<file path="config.mk">
export PLATFORM = sky130hd
export DESIGN_NAME = supply_pulse_fuse_programmer
export DESIGN_NICKNAME = d
export VERILOG_FILES = /design/src/spf_pkg.sv /design/src/supply_pulse_fuse_programmer.sv
export VERILOG_INCLUDE_DIRS = /design/src
export SDC_FILE = /design/constraint.sdc
export NUM_CORES = 1
export LEC_CHECK = 0
export BUFFER_PORTS_ARGS = -buffer_cell sky130_fd_sc_hd__buf_2
export CORE_MARGIN = 8
export CORE_UTILIZATION = 45
export DETAILED_ROUTE_END_ITERATION = 10
export HOLD_SLACK_MARGIN = 0.02
export PLACE_DENSITY = 0.63
export SLEW_MARGIN = 20
export SYNTH_ARGS = -nofsm -noshare
export SYNTH_HDL_FRONTEND = slang
export SYNTH_SLANG_ARGS = --single-unit
export TNS_END_PERCENT = 50
</file>
<file path="constraint.sdc">
create_clock -name ref_clk -period 2.58 [get_ports ref_clk]
set_input_delay 0.774 -clock ref_clk [delete_from_list [all_inputs] [get_ports ref_clk]]
set_output_delay 0.774 -clock ref_clk [all_outputs]
set_load 0.01 [all_outputs]
</file>
<file path="src/spf_params.svh">
// Purpose: Constants of the supply pulse fuse programmer.
// Assumes: 20 MHz ref_clk; level comparators sit outside this logic.
// Notes:   Times are in ns; cycle counts derive from them.
// Functional notes
// - Device decodes low, mid and high supply levels as its only input.
// - Every pulse ends with a return to low, which delimits it.
// - Try behaviour sets several parameters at once, applied immediately.
// - Try values are volatile and clear when the supply is cycled.
// - Blow behaviour sets one parameter to a single set bit, then blows that one fuse.
// - Further parameters are made permanent one blow operation at a time.
// - After lock every programming attempt is ignored forever.
// - Lock comes from blowing the lock fuse through the blow procedure.
// - Registers each select a behaviour or one parameter.
// - Each register owns a binary fuse field; incrementing changes it.
// - Only complete pulse sequences program; stray glitches do nothing.
// - Select: high pulse, mid pulses counting the key, high pulse.
// - Next high pulse enters addressing; each mid end adds one, saturating.
// - Long high pulse blows the single addressed bit; cycle supply after.
`ifndef SPF_PARAMS_SVH
`define SPF_PARAMS_SVH
`define SPF_NUM_REG   5
`define SPF_FIELD_W   6
`define SPF_KEY_TRY   3'h6
`define SPF_KEY_BLOW  3'h7
`define SPF_LOCK_REG  4
`define SPF_LOCK_BIT  0
`define SPF_CLK_NS    50
`define SPF_FILT_NS   20000
`define SPF_BLOW_NS   40000
`define SPF_FILT_CYC  ((`SPF_FILT_NS + `SPF_CLK_NS - 1) / `SPF_CLK_NS)
`define SPF_BLOW_CYC  ((`SPF_BLOW_NS + `SPF_CLK_NS - 1) / `SPF_CLK_NS)
`endif

</file>
<file path="src/spf_pkg.sv">
// Purpose: Types of the supply pulse fuse programmer.
// Assumes: spf_params.svh supplies the sizes.
// Notes:   All decoder state lives in one packed struct.
`include "spf_params.svh"
package spf_pkg;
  typedef enum logic [1:0] {
    LVL_LOW  = 2'h0,
    LVL_MID  = 2'h1,
    LVL_HIGH = 2'h2
  } lvl_type;

  // Gray codes along idle, select, selected, address, blow, done
  typedef enum logic [2:0] {
    ST_IDLE = 3'h0,
    ST_SEL  = 3'h1,
    ST_SELD = 3'h3,
    ST_ADDR = 3'h2,
    ST_BLOW = 3'h6,
    ST_DONE = 3'h7
  } state_type;

  typedef struct packed {
    logic                                        mid_s1;
    logic                                        mid_s2;
    logic                                        high_s1;
    logic                                        high_s2;
    logic [`SPF_NUM_REG*`SPF_FIELD_W-1:0]        fuse_s1;
    logic [`SPF_NUM_REG*`SPF_FIELD_W-1:0]        fuse_s2;
    lvl_type                                     cand;
    logic [9:0]                                  filt_cnt;
    lvl_type                                     lvl;
    lvl_type                                     peak;
    state_type                                   st;
    logic                                        blow_mode;
    logic [2:0]                                  key;
    logic [2:0]                                  sel;
    logic [`SPF_NUM_REG-1:0][`SPF_FIELD_W-1:0]   vol;
    logic [9:0]                                  dur;
    logic                                        blow_fire;
    logic [2:0]                                  blow_reg;
    logic [2:0]                                  blow_bit;
    logic [`SPF_NUM_REG*`SPF_FIELD_W-1:0]        param_val;
    logic                                        locked;
  } spf_state_type;
endpackage : spf_pkg

</file>
<file path="src/supply_pulse_fuse_programmer.sv">
// Purpose: Decode supply level pulses into try, blow and lock programming.
// Assumes: Comparators flag mid and high supply; fuse states are sensed.
// Notes:   rst_n is the power-up reset; fuses live outside this logic.
`timescale 1ns/1ps
`include "spf_params.svh"
module supply_pulse_fuse_programmer (
  input  wire logic                                 ref_clk,    // 20 MHz
  input  wire logic                                 rst_n,      // Power-up
  input  wire logic                                 lvl_mid,    // Supply >= mid
  input  wire logic                                 lvl_high,   // Supply >= high
  input  wire logic [`SPF_NUM_REG*`SPF_FIELD_W-1:0] fuse_sense, // Blown fuses
  output logic      [`SPF_NUM_REG*`SPF_FIELD_W-1:0] param_val,  // Fuse or try
  output logic                                      blow_fire,  // Blow strobe
  output logic      [2:0]                           blow_reg,   // Reg index
  output logic      [2:0]                           blow_bit,   // Bit index
  output logic                                      locked      // Lock fuse
);

  // Short names keep the field slicing readable
  localparam int NR = `SPF_NUM_REG;
  localparam int FW = `SPF_FIELD_W;

  spf_pkg::spf_state_type r_ff;
  spf_pkg::spf_state_type nxt_r;
  logic [NR*FW-1:0]       eff_val;

  // Each register's value is its blown fuses ORed with the volatile field
  generate
    for (genvar g = 0; g < NR; g++)
    begin : g_eff
      assign eff_val[g*FW +: FW] = r_ff.fuse_s2[g*FW +: FW] | r_ff.vol[g];
    end
  endgenerate

  // Next state of the whole decoder, built from one copy of the struct
  // Filtering comes before decoding so a supply glitch cannot fake a pulse
  always_comb
  begin
    spf_pkg::lvl_type raw;
    logic             pulse_end;
    logic             high_start;
    logic [FW-1:0]    cur;
    logic             one_hot;
    logic [2:0]       bit_idx;
    raw        = spf_pkg::LVL_LOW;
    pulse_end  = 1'b0;
    high_start = 1'b0;
    cur        = '0;
    one_hot    = 1'b0;
    bit_idx    = 3'h0;
    nxt_r      = r_ff;
    // Strobe defaults low so it lasts exactly one cycle
    nxt_r.blow_fire = 1'b0;

    // Two-stage synchronisers; first stages feed only the second
    nxt_r.mid_s1  = lvl_mid;
    nxt_r.mid_s2  = r_ff.mid_s1;
    nxt_r.high_s1 = lvl_high;
    nxt_r.high_s2 = r_ff.high_s1;
    nxt_r.fuse_s1 = fuse_sense;
    nxt_r.fuse_s2 = r_ff.fuse_s1;
    nxt_r.locked  = r_ff.fuse_s2[`SPF_LOCK_REG*FW + `SPF_LOCK_BIT];

    // Classify the supply into three levels
    if (r_ff.high_s2)
      raw = spf_pkg::LVL_HIGH;
    else if (r_ff.mid_s2)
      raw = spf_pkg::LVL_MID;
    else
      raw = spf_pkg::LVL_LOW;

    // Level must hold for the filter window; glitches never reach lvl
    if (raw != r_ff.cand)
    begin
      nxt_r.cand     = raw;
      nxt_r.filt_cnt = 10'h000;
    end
    else if (r_ff.filt_cnt < 10'(`SPF_FILT_CYC - 1))
      nxt_r.filt_cnt = r_ff.filt_cnt + 10'h001;
    else
      nxt_r.lvl = r_ff.cand;

    // Peak level tracks a ramp through mid on its way to high
    if (nxt_r.lvl == spf_pkg::LVL_LOW)
    begin
      nxt_r.peak = spf_pkg::LVL_LOW;
      pulse_end  = (r_ff.lvl != spf_pkg::LVL_LOW);
    end
    else if (nxt_r.lvl == spf_pkg::LVL_HIGH)
      nxt_r.peak = spf_pkg::LVL_HIGH;
    else if (r_ff.peak == spf_pkg::LVL_LOW)
      nxt_r.peak = spf_pkg::LVL_MID;
    high_start = (nxt_r.lvl == spf_pkg::LVL_HIGH) &&
                 (r_ff.lvl != spf_pkg::LVL_HIGH);

    // Addressed bit must be a single bit for a blow
    cur     = r_ff.vol[r_ff.sel];
    one_hot = (cur != '0) && ((cur & (cur - 1'b1)) == '0);
    for (int i = 0; i < FW; i++)
    begin
      if (cur[i])
        bit_idx = 3'(i);
    end

    // Pulse decoder: selection, addressing, blow and the terminal state
    case (r_ff.st)
      spf_pkg::ST_IDLE:
      begin
        // A lock fuse already sensed refuses the very first high pulse
        if (!r_ff.locked && pulse_end && r_ff.peak == spf_pkg::LVL_HIGH)
        begin
          nxt_r.st  = spf_pkg::ST_SEL;
          nxt_r.key = 3'h0;
        end
      end
      spf_pkg::ST_SEL:
      begin
        if (pulse_end && r_ff.peak == spf_pkg::LVL_MID)
        begin
          if (r_ff.key != 3'h7)
            nxt_r.key = r_ff.key + 3'h1;
        end
        else if (pulse_end && r_ff.key == `SPF_KEY_TRY)
        begin
          nxt_r.blow_mode = 1'b0;
          nxt_r.st        = spf_pkg::ST_IDLE;
        end
        else if (pulse_end && r_ff.key == `SPF_KEY_BLOW)
        begin
          nxt_r.blow_mode = 1'b1;
          nxt_r.st        = spf_pkg::ST_IDLE;
        end
        else if (pulse_end && r_ff.key != 3'h0 && r_ff.key <= 3'(NR))
        begin
          nxt_r.sel = r_ff.key - 3'h1;
          nxt_r.st  = spf_pkg::ST_SELD;
        end
        else if (pulse_end)
          nxt_r.key = 3'h0; // Unmapped key restarts the selection
      end
      spf_pkg::ST_SELD:
      begin
        if (pulse_end && r_ff.peak == spf_pkg::LVL_HIGH)
          nxt_r.st = spf_pkg::ST_ADDR;
      end
      spf_pkg::ST_ADDR:
      begin
        if (pulse_end && r_ff.peak == spf_pkg::LVL_MID)
        begin
          // Saturate at all ones instead of wrapping back to zero
          if (cur != {FW{1'b1}})
            nxt_r.vol[r_ff.sel] = cur + 1'b1;
        end
        else if (high_start && r_ff.blow_mode)
        begin
          nxt_r.st  = spf_pkg::ST_BLOW;
          nxt_r.dur = 10'h000;
        end
        else if (pulse_end && r_ff.peak == spf_pkg::LVL_HIGH)
        begin
          // Try mode lets another register be picked; values stay applied
          nxt_r.st  = spf_pkg::ST_SEL;
          nxt_r.key = 3'h0;
        end
      end
      spf_pkg::ST_BLOW:
      begin
        // Count only qualified high time; a short blow pulse fires nothing
        if (r_ff.lvl == spf_pkg::LVL_HIGH)
        begin
          if (r_ff.dur < 10'(`SPF_BLOW_CYC - 1))
            nxt_r.dur = r_ff.dur + 10'h001;
          else if (r_ff.dur == 10'(`SPF_BLOW_CYC - 1))
          begin
            nxt_r.dur       = r_ff.dur + 10'h001;
            nxt_r.blow_fire = one_hot;
            nxt_r.blow_reg  = r_ff.sel;
            nxt_r.blow_bit  = bit_idx;
          end
        end
        if (pulse_end)
          nxt_r.st = spf_pkg::ST_DONE;
      end
      spf_pkg::ST_DONE:
      begin
        // Only a supply cycle or the lock leaves here, so one bit per power-up
        nxt_r.st = spf_pkg::ST_DONE;
      end
      default:
      begin
        nxt_r.st = spf_pkg::ST_IDLE;
      end
    endcase

    // Lock stops every later sequence and drops volatile values
    if (r_ff.locked)
    begin
      nxt_r.st        = spf_pkg::ST_IDLE;
      nxt_r.vol       = '0;
      nxt_r.blow_fire = 1'b0;
    end
    nxt_r.param_val = eff_val;
  end

  // Power-up clears decoder and try values; fuse state stays outside
  always_ff @(posedge ref_clk)
  begin
    if (!rst_n)
      r_ff <= '0;
    else
      r_ff <= nxt_r;
  end

  // Outputs come straight from the state register
  assign param_val = r_ff.param_val;
  assign blow_fire = r_ff.blow_fire;
  assign blow_reg  = r_ff.blow_reg;
  assign blow_bit  = r_ff.blow_bit;
  assign locked    = r_ff.locked;

endmodule : supply_pulse_fuse_programmer

</file>
* Word level (Yosys, flattened, before mapping)
Cells that the tools add are included.
** Word-level totals
- Word-level logic and storage cells :: 168
- Output and inout bits :: 38
- Bits in registers :: 168
** Operators by class
- Eq/ne operators :: 33
- Add/subtract/negate cells :: 6
- Bitwise logic cells :: 14
- Muxes and demuxes :: 48
- Magnitude comparators :: 5
- Reductions and logical operators :: 36
** Operator list (count)
- 3-bit 2-to-1 mux :: 21
- 17-bit 2-to-1 mux :: 2
- 30-bit bitwise mux :: 1
- 10-bit 2-to-1 mux :: 3
- 6-bit OR :: 5
- 6-bit 2-to-1 mux :: 4
- 3-bit inequality test, second input constant :: 8
- 10-bit by 1-bit adder with 10-bit output, second input constant :: 2
- 2-bit inequality test, second input constant :: 10
- 10-bit case mux with 2 select lines :: 1
- 6-bit binary-select mux with 3-bit select :: 1
- 6-bit demux with 3-bit select :: 1
- 3-bit case mux with 6 select lines :: 1
- 3-bit equality test, second input constant :: 4
- 1-bit logical AND :: 12
- 10-bit equality test, second input constant :: 1
- 10-bit less-than comparator, second input constant :: 1
- 10-bit by 9-bit less-than comparator with 1-bit output, second input constant :: 1
- 2-bit 2-to-1 mux :: 5
- 10-bit AND reduction :: 1
- 5-bit AND reduction :: 2
- 3-bit case mux with 3 select lines :: 1
- 4-bit 2-to-1 mux :: 2
- 1-bit NOT :: 8
- 30 further kinds :: 44

* Logic depth before layout (Yosys ltp)
Gate-level depths: netlist of the first run.
- Word-level depth :: 13
- Mapped depth :: 12
- Depth with buffers taken out :: 9

* Least setup slack after synthesis of the first run
OpenSTA, ideal clock, no wires.
- Kind :: register -> register
- Start point :: register r_ff[79] (netlist bit)
- End point :: register r_ff[54] (netlist bit)
- Buffers on the path :: 3
- Arrival :: 2.175 ns
- Slack :: 0.277 ns
- Cell stages (with the launch flop) :: 13
- Data required time :: 2.452 ns
- Clock period less this slack :: 2.303 ns
- Path through :: dfxtp_1 -> buf_4 -> buf_6 -> mux2i_1 -> o21ai_1 -> o21ai_0 -> buf_2 -> inv_1 -> ha_1 -> o221ai_4 -> o2111ai_4 -> mux2i_1 -> nor2_1
** Between the ends
- Longest elaborated chain between the ends :: 5
- Elaborated cells on any way between the ends :: 11
** Ends and longest elaborated chain
- start: declaration :: RTL line supply_pulse_fuse_programmer.sv:23 : spf_pkg::spf_state_type r_ff;
- start signal: assignment :: RTL line supply_pulse_fuse_programmer.sv:211 : r_ff <= nxt_r;
- parallel branches: the longest is 5 deep, another holds 6-bit by 1-bit adder with 6-bit output
Parallel ways; which one is timed is not known. The select of a mux whose other input is x is not followed.
A chain may end at the register's enable or synchronous reset.

* Worst setup path in the final report of the first run
- Start point :: register r_ff[79] (netlist bit)
- End point :: register r_ff[65] (netlist bit)
The elaborated chain is that of the path after synthesis.

==> run_results.csv, run 1 <==
group,metric,value,unit
status,outcome,"completed",
setup_path,reg2reg_depth,7,
yosys,yosysTopAreaCell,"dfxtp_1",
cells_and_area,area_growth,15.7,%
drt,drc,0,
yosys,synthFlopType,"dfxtp_1",
pwr,power,0.00554,W
global_route,grt_max_degree,62,
yosys,synth_top_cell_area_share,50.2,%
timing,hold_slack,429,ps
clocking,root_buffer,"clkbuf_16",
setup_path,r2r_end,"r_ff[65]",
yosys,syn-num-nets,728,
drt,drt-pass1-iter-count,5,
drt,post_drt_wl_per_cell,14.7,um
timing,skew,18.0,ps
setup_path,cp.depth,7,
yosys,synth.ff_latch_count,168,
drt,ant_nets,0,
yosys,synth_cells,683,
min_path,hold_start,"r_ff[122]",
clocking,clk_pin_slew,70,ps
timing,max_freq,431,MHz
yosys,ys_warn_count,0,
setup_path,end_kind,"flip-flop",
cells_and_area,diodes,0,
setup_path,rr_startpoint,"r_ff[79]",
setup_path,crit_top_cell,"buf_4",
drt,routed_via_density,4.95,
pwr,p_leak,3.37,nW
setup_path,cp_data_arrival_time,2620,ps
die,fp.dieH,138,um
job,cap_violations,0,
die,start_util,46.1,%
pwr,power_density,715,mW/mm^2
clocking,clk_latency,430,ps
cells_and_area,nets,784,
min_path,min_to,"param_val[18]",
clocking,cts_tree,"done",
place,portBuffers,71,
place,dpl.hpwl,9800,um
cells_and_area,stdcell_area,0.00774,mm^2
cells_and_area,top_register,"r_ff",
timing,hold_viol,0,
yosys,synth_area,0.00670,mm^2
die,die-area,0.0190,mm^2
drt,wl_met1,6730,um
global_route,gr-total-overflow,0,
global_route,grt_pass1_wl,22300,um
clocking,cts_hold_buf,0,
die,core_area,0.0145,mm^2
setup_path,r2r_setup_slack,260,ps
timing,relSlewSlack,49.7,%
timing,setup_viol,0,
timing,drv_slew,0,
clocking,cts_sinks,168,
place,globalplace.congestion,0.852,
drt,wl_met3,675,um
clocking,ctsHtreeMaxLevel,4,
cells_and_area,fin_util,53.3,%
setup_path,path_cells,"buf_4 > mux2_1 > a22oi_1 > o22a_1 > xor2_1 > buf_4 > o31ai_1",
timing,fin_tns_setup,0,ps
clocking,post_cts_buffers,0,
global_route,track_usage,15.1,%
drt,drtIter0Drc,211,
setup_path,cp_top_family,"compound AO/OA/AOI/OAI gates",
setup_path,critPathRequiredTime,2880,ps
timing,min_period_over_period,89.8,%
die,num_rows,44,
setup_path,cp-start-kind,"flip-flop",
setup_path,cp_slowest_cell,"dfxtp_2",
min_path,hp-class,"reg2reg",
setup_path,critPathMaxStageDelay,480,ps
global_route,antenna_found_initial,0,
drt,wl_met2,6130,um
drt,routed_wl,13800,um
timing,fin_crit,2320,ps
drt,top_layer_used,"met4",
yosys,synth.distinct_cells,67,
yosys,synth_edf_count,0,
clocking,clockBufferDepth,2,
cells_and_area,largest_register_ffs,97,
place,placed_area,0.00710,mm^2
yosys,syn_area_per_cell,9.80,um^2
setup_path,path_max_fanout,9,
setup_path,critPathKind,"reg2reg",
yosys,synthTopCellsByArea,"dfxtp_1 50%, nor2_1 6.8%, and2_1 6.4%, mux2i_1 6.4%, buf_4 4.4%",
timing,rsz0062_at_grt,"false",
setup_path,worst-path-buf-inv,2,
die,ios,72,
yosys,yosysSeqAreaShare,50.2,%
min_path,min_path_cells,2,
global_route,grt_pass1_vias,4506,
clocking,cts_buffers,17,
cells_and_area,drive_gt1_share,21.5,%
pwr,peakVddDrop,0.000528,V
timing,tightest_slew,752,ps
die,die_w,138,um
drt,vias,4633,
yosys,ys_async_sr_fraction,0,%
## where the power goes
| group | total [W] | switching, W | internal (W) | leakage [nW] |
|---|---|---|---|---|
| registers | 0.00268 | 0.0000217 | 0.00266 | 1.37 |
| clock network | 0.00271 | 0.00111 | 0.00160 | 0.313 |
| logic | 0.000152 | 0.0000849 | 0.0000668 | 1.68 |
## how the worst max path moves through the flow
| stage | start | end | slack (ps) |
|---|---|---|---|
| final | r_ff[79] | r_ff[65] | 260 |
| after global placement | r_ff[79] | r_ff[65] | 110 |
| after CTS | r_ff[79] | r_ff[65] | 100 |
| after detailed placement | r_ff[79] | r_ff[65] | 130 |
| after floorplan | r_ff[79] | r_ff[54] | 280 |
| after global routing | r_ff[78] | r_ff[54] | 100 |
## stage by stage
step                worst slack [ps]  cells
CTS                              101    936
finish                           262    936
floorplan                        277    683
global route                     101    936
detailed placement               133    904
global placement                 107    904
## cells by family after synthesis
kind of cell	synth area share, %
and+or+nand+nor	22.4
DFF	50.2
AOI/OAI and AO/OA	10.1
buffers and inverters	6.35
muxes	6.93
xor gates and xnor gates	1.96
adders and majority gates	2.06
## metal layers
layer | GRT usage [%] | vias to the layer above
li1 | - | 2391
met3 | 3.91 | 18
met1 | 19.3 | 2118
met2 | 23.1 | 106
met4 | 7.64 | 0
met5 | 0 | -
## worst register-to-register path, cell delays in order (launching register included)
cell and delay, ps:
dfxtp_2 480, buf_4 190, mux2_1 310, a22oi_1 270, o22a_1 350, xor2_1 320, buf_4 200, o31ai_1 60
## Yosys cell counts, drive strengths merged (5+ instances only)
master,n
dfxtp,168
nor2,122
and2,69
buf,46
mux2i,43
nand2,22
nand3,22
o21ai,19
a21oi,16
clkbuf,16
ha,11
xor2,11
nor3,10
inv,9
nand4,8
nand2b,7
o31ai,7
a31oi,6
or3,6
and3,5
nor2b,5
## layout by cell type (no fill, tap or decap), drive strengths merged, types with 3 or more instances in the layout
cell type / instances
or3: 6
and2: 69
nand2b: 7
o31ai: 7
o2111ai: 3
nand3: 22
inv: 17
a22oi: 3
buf: 99
mux2i: 43
a311oi: 4
nor2b: 5
and3: 5
dfxtp: 168
a21oi: 16
o22ai: 3
xnor2: 4
ha: 11
nor4: 4
a31oi: 6
nand3b: 4
nand2: 22
o211ai: 4
xor2: 11
o21ai: 19
nand4: 8
nor2: 122
nor3: 10
bufinv: 3
mux2: 3
clkbuf: 18
## area by class of cell
cell class                 instances  area (um^2)
clock buffer                      18          439
multi-input combinational        444         2910
fill                            1298         6790
inverter                           9         33.8
tap                              184          230
timing repair buffer              99          566
sequential                       168         3370
clock inverter                    14          203
## timing repair
item	4_1_cts	5_1_grt
endpoints found under the hold margin	0	0
setup endpoints to repair	0	11
resized for setup	0	2
Note: power is estimated with default switching activity, not from simulation.
==> inputs of run 2 (changes only) <==
--- a/config.mk
+++ b/config.mk
@@ -7,11 +7,15 @@
 export NUM_CORES = 1
 export LEC_CHECK = 0
 export BUFFER_PORTS_ARGS = -buffer_cell sky130_fd_sc_hd__buf_2
+export CELL_PAD_IN_SITES_DETAIL_PLACEMENT = 1
+export CELL_PAD_IN_SITES_GLOBAL_PLACEMENT = 1
 export CORE_MARGIN = 8
 export CORE_UTILIZATION = 45
+export CTS_CLUSTER_DIAMETER = 120
 export DETAILED_ROUTE_END_ITERATION = 10
 export HOLD_SLACK_MARGIN = 0.02
-export PLACE_DENSITY = 0.63
+export PLACE_DENSITY = 0.78
+export RECOVER_POWER = 25
 export SLEW_MARGIN = 20
 export SYNTH_ARGS = -nofsm -noshare
 export SYNTH_HDL_FRONTEND = slang
==> run 2 against run 1 <==
  * Critical path depth up 2
  * Register-to-register slack worse by 110 ps
  * Global-route usage increased by 2.0 points
  * First-iteration DRC count rose by 9.0%
  * Cell area fell by 0.39%
  * Core utilization is 0.21 points lower
  * Die area unchanged
  * Highest routed layer unchanged
  * Non-clock buffer count is the same
  * Via count grew 5.1%
  * Sequential cell count did not move
==> run_results.csv, run 2 (synthesized netlist as in run 1, its figures left out) <==
group,metric,value,unit
pwr,peakVddDrop,0.000455,V
drt,vias,4867,
cells_and_area,largest_register_ffs,97,
die,fp.dieH,138,um
cells_and_area,nets,784,
timing,min_period_over_period,94.2,%
global_route,gr-total-overflow,0,
timing,setup_viol,0,
pwr,p_leak,3.33,nW
die,core_area,0.0145,mm^2
die,die_w,138,um
drt,drc,0,
die,start_util,46.1,%
pwr,power_density,700,mW/mm^2
drt,routed_via_density,5.20,
cells_and_area,top_register,"r_ff",
setup_path,path_max_fanout,8,
drt,routed_wl,15900,um
job,cap_violations,0,
status,outcome,"completed",
clocking,cts_tree,"done",
timing,hold_slack,434,ps
timing,fin_crit,2430,ps
drt,post_drt_wl_per_cell,16.9,um
timing,drv_slew,0,
place,dpl.hpwl,11500,um
drt,ant_nets,0,
cells_and_area,diodes,0,
timing,relSlewSlack,21.8,%
die,die-area,0.0190,mm^2
clocking,clockBufferDepth,2,
clocking,clk_pin_slew,70,ps
clocking,cts_sinks,168,
cells_and_area,drive_gt1_share,21.0,%
pwr,power,0.00540,W
timing,fin_tns_setup,0,ps
die,num_rows,44,
setup_path,critPathKind,"reg2reg",
drt,drtIter0Drc,230,
clocking,ctsHtreeMaxLevel,4,
clocking,root_buffer,"clkbuf_16",
setup_path,critPathRequiredTime,2890,ps
timing,skew,8.73,ps
global_route,track_usage,17.1,%
place,globalplace.congestion,0.891,
place,portBuffers,71,
min_path,hp-class,"reg2reg",
cells_and_area,area_growth,15.2,%
global_route,antenna_found_initial,0,
global_route,grt_max_degree,46,
setup_path,cp-start-kind,"flip-flop",
timing,max_freq,412,MHz
timing,hold_viol,0,
timing,tightest_slew,1170,ps
die,ios,72,
global_route,grt_pass1_wl,25700,um
cells_and_area,final_cell_mix,"166 x dfxtp_1, 121 x nor2_1, 70 x buf_2",
setup_path,end_kind,"flip-flop",
cells_and_area,layout_commonest_cell,"dfxtp_1",
timing,setup_ws,151,ps
clocking,cts_buffers,17,
drt,drt-pass1-iter-count,4,
global_route,grt_pass1_vias,5170,
setup_path,cp_data_arrival_time,2740,ps
clocking,clk_latency,430,ps
place,post-place-ws,87.6,ps
## run 2: cell count changes in the layout (fill, tap and decap cells not counted), sizes merged
cell | previous run | this run
bufinv | 3 | 1
inv | 17 | 18
clkbuf | 18 | 21
buf | 99 | 95
clkinv | 2 | 4
## run 2: path summary, 6_finish.rpt
kind              start         to  slack [ps]  cells after the start
max reg2reg    r_ff[80]   r_ff[56]         150                      9
min reg2reg  nxt_r[127]  r_ff[127]         430                      1
max            r_ff[80]   r_ff[56]         150                      9
min          nxt_r[127]  r_ff[127]         430                      1
## run 2: power breakdown
part,switching (W),internal (W),total (W),leakage [nW]
logic,0.0000912,0.0000658,0.000157,1.66
registers,0.0000219,0.00266,0.00268,1.37
clock network,0.00118,0.00139,0.00257,0.294
total,0.00129,0.00411,0.00540,3.33
## run 2: layout make-up
cell class                 count  area (um^2)
sequential                   168         3370
timing repair buffer          99          566
fill                        1663         6820
clock inverter                15          179
tap                          184          230
multi-input combinational    444         2910
clock buffer                  17          425
inverter                       9         33.8
## run 2: metal layers
layer	track usage (%)	up-vias	routed length [um]
met4	6.75	0	306
met1	20.7	2342	7140
li1	-	2397	-
met2	28.4	99	7670
met3	4.57	29	742
met5	0	-	0
## run 2: timing repair
action,4_1_cts,5_1_grt
hold buffers,0,0
setup endpoints to repair,13,29
gates resized for setup,1,3
pin swaps,1,1
buffers inserted,0,3
gates cloned,0,0
## run 2: worst max-delay path, cell delays in order, from the launching register on
cell and delay [ps]:
dfxtp_2 440, mux2i_1 140, o21ai_0 270, o21ai_1 150, inv_1 110, ha_1 240, o221ai_4 230, o2111ai_4 440
mux2i_1 250, nor2_1 50
## run 2: through the flow
stage          util, %  instances  instance area (um^2)
2_1_floorplan        -        683                  6700
3_3_place_gp      48.8        901                  7090
3_5_place_dp      48.8        901                  7090
4_1_cts           52.9        933                  7690
5_1_grt           53.1        936                  7710
6_report          53.1        936                  7710
